### src/hdl/ivmap_pkg.sv
// Constants for the interrupt vector map
//==============================================================================
// Operation
// RULE_01: Undefined opcode raises vector 14, which has no level register.
// RULE_02: A/D converter request becomes vector 34, level from slot eighteen.
// RULE_03: Reload timers 0, 1, 2 become vectors 35-37, slots nineteen to twenty-one.
// RULE_04: Delayed request becomes vector 63, level from slot forty-seven.
// RULE_05: Fetch address is table base plus 0x3FC minus four times vector.
// RULE_06: Vectors 66 to 255 serve trap instructions, no level register.
// RULE_07: Delayed control register at 0430h, request bit resets to zero.
// RULE_08: Every level register resets to all ones.
//==============================================================================
package ivmap_pkg;
    // Register addresses on the native write/read port
    localparam logic [11:0] ADDR_LEVEL_BASE = 12'h400;
    localparam logic [11:0] ADDR_DELAYED    = 12'h430;
    localparam int          LEVEL_SLOTS     = 48;
    localparam logic [4:0]  LEVEL_RESET     = 5'h1F;
    // A level of all ones means the source is masked
    localparam logic [4:0]  LEVEL_MASKED    = 5'h1F;
    // Exceptions and traps carry no programmable level
    localparam logic [4:0]  LEVEL_EXCEPTION = 5'h00;
    // Vector numbers and level slots
    localparam logic [7:0]  VEC_UNDEF       = 8'h0E;
    localparam logic [7:0]  VEC_ADC         = 8'h22;
    localparam logic [7:0]  VEC_TMR0        = 8'h23;
    localparam logic [7:0]  VEC_DELAYED     = 8'h3F;
    localparam logic [7:0]  VEC_TRAP_FIRST  = 8'h42;
    localparam logic [5:0]  SLOT_ADC        = 6'h12;
    localparam logic [5:0]  SLOT_TMR0       = 6'h13;
    localparam logic [5:0]  SLOT_DELAYED    = 6'h2F;
    localparam int          TIMER_CHANNELS  = 3;
    localparam int          LEVEL_SOURCES   = 5;
    // Top of the vector table, relative to the base
    localparam logic [31:0] TABLE_TOP       = 32'h0000_03FC;
endpackage

### src/hdl/ivmap_top.sv
// Interrupt cause to vector mapping and vector fetch address
module ivmap_top
    import ivmap_pkg::*;
(
    input  wire logic        clk,
    input  wire logic        arst_n,
    input  wire logic        undef_op,
    input  wire logic        trap_valid,
    input  wire logic [7:0]  trap_num,
    input  wire logic        adc_req,
    input  wire logic [2:0]  tmr_req,
    input  wire logic [31:0] vector_table_base,
    input  wire logic        wr_en,
    input  wire logic [11:0] wr_addr,
    input  wire logic [7:0]  wr_data,
    input  wire logic [11:0] rd_addr,
    output logic       [7:0] rd_data,
    output logic             irq_valid,
    output logic       [7:0] irq_vector,
    output logic       [4:0] irq_level,
    output logic      [31:0] fetch_addr,
    output logic             trap_reject,
    output logic             delayed_req
);

    //==========================================================================
    // State
    //==========================================================================
    typedef struct packed {
        logic [LEVEL_SLOTS-1:0][4:0] level;
        logic                        dly;
        logic                        vld;
        logic [7:0]                  vec;
        logic [4:0]                  lvl;
        logic [31:0]                 fetch;
        logic                        trap_rej;
        logic [7:0]                  rd;
    } ivmap_state_type;

    ivmap_state_type state_reg;
    ivmap_state_type state_next;

    // Level-controlled sources, ordered by rising vector number
    logic [LEVEL_SOURCES-1:0]      src_req;
    logic [LEVEL_SOURCES-1:0][7:0] src_vec;
    logic [LEVEL_SOURCES-1:0][5:0] src_slot;

    // Fixed source table; plain assigns so every entry has one kind of driver
    assign src_req[0]  = adc_req;
    assign src_vec[0]  = VEC_ADC;       // RULE_02
    assign src_slot[0] = SLOT_ADC;      // RULE_02
    assign src_req[LEVEL_SOURCES-1]  = state_reg.dly;
    assign src_vec[LEVEL_SOURCES-1]  = VEC_DELAYED;   // RULE_04
    assign src_slot[LEVEL_SOURCES-1] = SLOT_DELAYED;  // RULE_04

    // One entry per reload timer channel
    for (genvar ch = 0; ch < TIMER_CHANNELS; ch++)
    begin : g_tmr
        assign src_req[ch+1]  = tmr_req[ch];
        assign src_vec[ch+1]  = VEC_TMR0 + 8'(ch);   // RULE_03
        assign src_slot[ch+1] = SLOT_TMR0 + 6'(ch);  // RULE_03
    end

    //==========================================================================
    // Next state
    //==========================================================================
    always_comb
    begin
        logic       found;
        logic [7:0] best_vec;
        logic [4:0] best_lvl;
        logic [4:0] cand;
        found     = 1'b0;
        best_vec  = VEC_DELAYED;
        best_lvl  = LEVEL_MASKED;
        cand      = LEVEL_MASKED;
        state_next = state_reg;
        state_next.trap_rej = 1'b0;

        // Software writes to level slots and the delayed control bit
        if (wr_en && wr_addr >= ADDR_LEVEL_BASE
            && wr_addr < ADDR_LEVEL_BASE + 12'(LEVEL_SLOTS))
        begin
            state_next.level[6'(wr_addr - ADDR_LEVEL_BASE)] = wr_data[4:0];
        end
        if (wr_en && wr_addr == ADDR_DELAYED)
        begin
            state_next.dly = wr_data[0];  // RULE_07
        end

        // Readback of the same registers; holes read as zero
        state_next.rd = 8'h00;
        if (rd_addr >= ADDR_LEVEL_BASE && rd_addr < ADDR_LEVEL_BASE + 12'(LEVEL_SLOTS))
        begin
            state_next.rd = {3'b000, state_reg.level[6'(rd_addr - ADDR_LEVEL_BASE)]};
        end
        else if (rd_addr == ADDR_DELAYED)
        begin
            state_next.rd = {7'b000_0000, state_reg.dly};
        end

        // Lowest level wins; strict compare keeps the lower vector on a tie
        for (int i = 0; i < LEVEL_SOURCES; i++)
        begin
            cand = state_reg.level[src_slot[i]];
            if (src_req[i] && cand != LEVEL_MASKED && (!found || cand < best_lvl))
            begin
                found    = 1'b1;
                best_vec = src_vec[i];
                best_lvl = cand;
            end
        end

        // Exception first, then trap, then level-controlled causes
        if (undef_op)
        begin
            state_next.vld = 1'b1;
            state_next.vec = VEC_UNDEF;        // RULE_01
            state_next.lvl = LEVEL_EXCEPTION;  // RULE_01
        end
        else if (trap_valid && trap_num >= VEC_TRAP_FIRST)
        begin
            state_next.vld = 1'b1;
            state_next.vec = trap_num;         // RULE_06
            state_next.lvl = LEVEL_EXCEPTION;  // RULE_06
        end
        else
        begin
            // Trap numbers below the trap range are refused, not remapped
            state_next.trap_rej = trap_valid;  // RULE_06
            state_next.vld = found;
            state_next.vec = best_vec;
            state_next.lvl = best_lvl;
        end

        // Vectors are stored downward from the top of the table
        state_next.fetch = vector_table_base + TABLE_TOP
                         - {22'h00_0000, state_next.vec, 2'b00};  // RULE_05
    end

    //==========================================================================
    // Registers
    //==========================================================================
    always_ff @(posedge clk or negedge arst_n)
    begin
        if (!arst_n)
        begin
            state_reg       <= '0;
            state_reg.level <= {LEVEL_SLOTS{LEVEL_RESET}};  // RULE_08
            state_reg.dly   <= 1'b0;                        // RULE_07
            state_reg.vec   <= VEC_UNDEF;
            state_reg.lvl   <= LEVEL_MASKED;
        end
        else
        begin
            state_reg <= state_next;
        end
    end

    assign rd_data     = state_reg.rd;
    assign irq_valid   = state_reg.vld;
    assign irq_vector  = state_reg.vec;
    assign irq_level   = state_reg.lvl;
    assign fetch_addr  = state_reg.fetch;
    assign trap_reject = state_reg.trap_rej;
    assign delayed_req = state_reg.dly;

    //==========================================================================
    // Assertions
    //==========================================================================
    logic [31:0] exp_fetch;
    assign exp_fetch = TABLE_TOP - {22'h00_0000, irq_vector, 2'b00};
endmodule

### config.mk
export PLATFORM = sky130hd
export DESIGN_NAME = ivmap_top
export DESIGN_NICKNAME = d
export VERILOG_FILES = /design/src/hdl/ivmap_pkg.sv /design/src/hdl/ivmap_top.sv
export SDC_FILE = /design/constraint.sdc
export NUM_CORES = 1
export LEC_CHECK = 0
export ABC_AREA = 0
export CAP_MARGIN = 20
export CELL_PAD_IN_SITES_DETAIL_PLACEMENT = 1
export CELL_PAD_IN_SITES_GLOBAL_PLACEMENT = 1
export CORE_MARGIN = 2
export CORE_UTILIZATION = 53
export DETAILED_ROUTE_END_ITERATION = 16
export DONT_BUFFER_PORTS = 1
export GPL_ROUTABILITY_DRIVEN = 0
export GPL_TIMING_DRIVEN = 0
export PLACE_DENSITY = 0.91
export SLEW_MARGIN = 20
export SYNTH_ARGS = -nofsm -noshare
export SYNTH_HDL_FRONTEND = slang
export SYNTH_SLANG_ARGS = --single-unit
### constraint.sdc
create_clock -name clk -period 12.43 [get_ports clk]
set_input_delay 0.6215 -clock clk [delete_from_list [all_inputs] [get_ports clk]]
set_output_delay 0.6215 -clock clk [all_outputs]
set_load 0.01 [all_outputs]
# Word level (Yosys, flattened, before mapping)
# Cells that the tools add are included.
# W data, S select, Z words.
# word_totals
inputBits	81
mem_bits_ro	0
reg_bits	296
n_memories	0
mem_bits_rw	0
latch_bits	0
# classes
eq_ne	7
bitwise_logic	0
n_lt_le_gt_ge	12
reduce_logical	23
add_sub_neg	4
n_div	0
shift	0
n_mul	0
n_mux	26
# ops
op	n
$bwmux W240	1
$mux W5	10
$add A32 B10 Y32 const B	1
$sub A32 B10 Y32	1
$bmux W5 S6	1
$demux W5 S6	1
$mux W14	2
$ne A5 B5 Y1 const B	5
$eq A12 B11 Y1 const B	2
$ge A12 B11 Y1 const B	2
$lt A12 B11 Y1 const B	2
$mux W8	3
$lt A5 B5 Y1	4
$logic_and A1 B1 Y1	15
$lt A6 B7 Y1 const B	2
$sub A6 B1 Y6 const B	2
$ge A8 B7 Y1 const B	1
$mux W1	8
$ge A6 B1 Y1 const B	1
$logic_not A1 Y1	4
$logic_or A1 B1 Y1	4

# Depth between registers and ports, before layout
# logic_depth
ltp_word	22
depth_mapped	44
mapped_depth_nobuf	41

# Worst setup path before layout
# No wires, ideal clock.
# synth_path
kind	input to register
from	input port adc_req
to	register state_reg (netlist bit fetch_addr[31])
t_arrival_ns	8.785
cell_stages	43
setup_time_ns	0.080
setup_slack_ns	3.565
n_path_buf	3
cell_sequence	nor2b_1 ha_1 a211oi_1 o21ai_1 a21oi_1 mux2_2 ha_1 a21o_1 a211o_1 nor2_2 nand2_1 o21ai_1 a21o_1 buf_2 a21oi_1 ha_1 a21oi_1 o21ai_0 [7 not listed] a21o_1 a21oi_1 a2bb2o_1 clkbuf_1 or2_1 buf_6 o31a_1 ha_1 inv_1 ha_1 a21oi_1 a21oi_1 o31a_1 a31o_2 a31oi_1 o21ai_1 o41ai_1 xnor2_1
# synth_lines
element	line_no	rtl
start, declared	ivmap_top.sv:10	input wire logic adc_req,
end signal, assigned	ivmap_top.sv:156	state_reg <= state_next;
end, declared	ivmap_top.sv:40	ivmap_state_type state_reg;

==> summary.txt <==
Outcome
  – Outcome: completed

Floorplanning
  – Core ar.: 0.02972 mm^2
  – Row cnt: 63
  – Top Ports: 137
  – Die area: 0.03171 mm^2
  – Die span in y: 178.1 um
  – Initial core utilization: 0.5404
  – Die width: 178.1 um

Cells and area
  – Fin area: 0.01776 mm^2
  – FF/Latch Area: 0.007642 mm^2
  – Multi-input gate area: 0.007569 mm^2
  – Layout cells sized above 1: 0.5338
  – Nets: 1423
  – Max reg flops: 240
  – Syn-to-layout area delta: 10.60%
  – # fillers: 2900

Setup path
  – Startpoint Class: flop
  – Crit. End Element: flop
  – Setup CP Type: flop to flop
  – R2r setup slk: 2.00 ns
  – Most frequent CP cell: a21oi_1
  – CP Max Fanout: 10
  – Worst EP arrival: 10.88 ns
  – Critical Path RT: 12.88 ns
  – R2r startpoint: state_reg[146]
  – CP max-delay cell: dfstp_2
  – Setup crit start: state_reg[146]
  – CP max stage delay: 0.63 ns

Global routing
  – Antenna violations before repair: 1
  – Largest net degree at the start of global routing: 258
  – Grt total ovfl: 0
  – Vias in the first global route: 12395
  – Global-route wire length before repair: 74220 um
  – Total GRT Usage: 0.3123

Power
  – Cell Int Power: 1.718 mW
  – Sw Pwr: 0.6032 mW
  – Peak supply drop: 83.03 uV
  – Sequential power share: 0.433
  – Combinational fraction of design power: 0.126
  – Sw Share: 0.2598
  – Total power: 2.321 mW
  – Clock power frac: 0.441
  – Leak pwr: 7.447 nW
  – Cell Pwr Density: 130.7 mW/mm^2

CTS
  – Clock buffer count from CTS: 34
  – CTS Sinks: 293
  – Clk Latency, worst-skew pair: 0.54 ns
  – Clk root buf: clkbuf_16
  – CTS tree: done
  – Clock edge transition at the registers on the reported setup and hold paths: 0.06 ns
  – Resize count post-CTS: 0
  – Bufs on Longest Clock Path: 3
  – H-tree depth: 2

Synthesis
  – Main synth FF type: dfstp_2
  – Post-synthesis adder-cell area fraction: 0.04114
  – Share of the synthesized area in the top cell type: 0.4058
  – Synth Area in Simple Gates: 0.06654
  – Post-synth EDFFs: 0
  – Largest area contributor in the netlist: dfstp_2
  – Seq cells post-synth: 293
  – Synth Area in XOR/XNOR: 0.01527
  – Syn Std Cell Area: 0.01606 mm^2
  – Synthesized instance count: 1249
  – Top cells by instance count after synthesis: 248 x dfstp_2, 241 x mux2_2, 76 x mux4_2, 76 x nor2_1, 58 x inv_1
  – Area contributors post-synth: dfstp_2 41%, mux2_2 17%, mux4_2 11%
  – Synth Area per Inst: 12.86 um^2
  – Largest family of logic cells by synthesized area: multiplexers
  – Post-synthesis compound-gate area fraction: 0.06895
  – YS warnings: 0
  – Multiplexer area fraction after synthesis: 0.2787
  – Synth cell types: 69
  – Sequential area share after synthesis: 0.4759
  – Count leader, synth: dfstp_2
  – Post-synthesis async set-or-reset flop share: 1.000

Drt
  – Initial DRT Pass Iterations: 7
  – DRT iter0 DRCs: 821
  – Avg WL per Cell: 28.30 um
  – Routed WL: 48300 um
  – Residual DRC: 0
  – Antenna-violating nets left: 0
  – Vias: 11176
  – Via-to-Cell Ratio: 6.547

STA
  – Final Setup Violations: 0
  – RSZ-0062 raised after global routing: false
  – F_max: 95.85 MHz
  – Hold Fails Final Rpt: 0
  – Clock Skew: 0.02500 ns
  – WHS: 0.04653 ns
  – Minimum clock period: 10.43 ns
  – Setup_tns: 0 ns
  – Fin. max-slew vios: 0
  – Worst relative slew slack: 0.2813
  – Final period utilization: 0.8393
  – Tightest Pin Transition: 1.068 ns

Run
  – Max cap viols: 0

Placement
  – DP HPWL: 32460 um
  – Port bufs: 0
  – Placed Area: 0.01655 mm^2

Hold path
  – Class of the worst hold path: input pin to async pin
-- worst paths after layout --
path	end	cells after the start
max in group asynchronous	fetch_addr[26]	2
worst min register to register	irq_level[3]	2
worst max register to register	fetch_addr[31]	41
min in group clk	fetch_addr[0]	0
worst min-delay path	fetch_addr[0]	1
worst max-delay path	fetch_addr[31]	41
-- cells by family (layout without fill, tap and decap cells) --
logic type               Yosys count  in the layout
multiplexers                     322            322
flip-flops                       293            293
AND/OR/NAND/NOR                  222            222
AO/OA/AOI/OAI                    166            166
buffers and inverters            164            228
adder cells (fa/ha/maj)           53             53
XOR/XNOR                          28             28
other                              1              5
-- critical path: cells and delay by family (launching register included) --
family | cells | cell delay, ns
AOI/OAI and AO/OA | 25 | 6.05
xor gates and xnor gates | 1 | 0.16
adders and majority gates | 5 | 1.59
buffers and inverters | 4 | 0.55
DFF | 1 | 0.63
muxes | 1 | 0.45
and+or+nand+nor | 5 | 0.91
-- routing by layer --
layer | routed length (um) | up-vias | GRT usage
li1 | - | 4587 | -
met1 | 18300 | 5804 | 0.3879
met2 | 23610 | 595 | 0.5189
met3 | 3826 | 190 | 0.06287
met4 | 2567 | 0 | 0.1585
met5 | 0 | - | 0.008013
-- power by group through the flow --
stage	clock network (mW)	registers [mW]	logic [mW]
final	1.02	1.01	0.292
after global placement	0	1.02	0.255
after floorplan	0	1.02	0.210
after CTS	1.04	1.01	0.291
after detailed placement	0	1.02	0.265
after global routing	1.07	1.01	0.319
-- metrics by stage --
step	util	instances	worst slack, ns
finish	0.5977	1707	1.997
global placement	0.5571	1641	2.389
floorplan	-	1251	3.565
global route	0.5975	1705	1.315
CTS	0.5965	1704	2.113
detailed placement	0.5571	1641	2.095
-- placed cells by master, fill, tap and decap left out, types with 5 or more instances in the layout --
cell type,count
a211oi_1,11
a21o_1,11
a21oi_1,42
a31oi_1,6
and2_1,5
and3_1,6
buf_2,9
buf_4,53
clkbuf_1,46
clkbuf_16,35
clkbuf_8,7
clkinv_2,6
dfrtp_1,45
dfstp_2,248
ha_1,52
inv_1,58
mux2_2,241
mux2i_1,5
mux4_2,76
nand2_1,54
nand2b_1,10
nand3_1,19
nand3b_1,7
nor2_1,76
nor2b_1,11
nor3_1,7
o211ai_1,10
o21a_1,12
o21ai_0,26
o21bai_1,10
xnor2_1,19
xor2_1,9
-- timing repair --
action,CTS,global route
hold buffers,2,0
endpoints found under the hold margin,257,0
setup endpoints to repair,0,0
setup buffers,0,0
-- area by class of cell --
cell class                      instances  share of cell area
Sequential cell                       293              0.4303
Multi-Input combinational cell        794              0.4261
Clock buffer                           51             0.05664
Buffer                                106             0.03600
Tap cell                              390             0.02747
Inverter                               58             0.01226
Clock inverter                         10            0.006692
Timing Repair Buffer                    3            0.004227
Antenna cell                            2           0.0002818
Power figures use the tool's default switching activity.
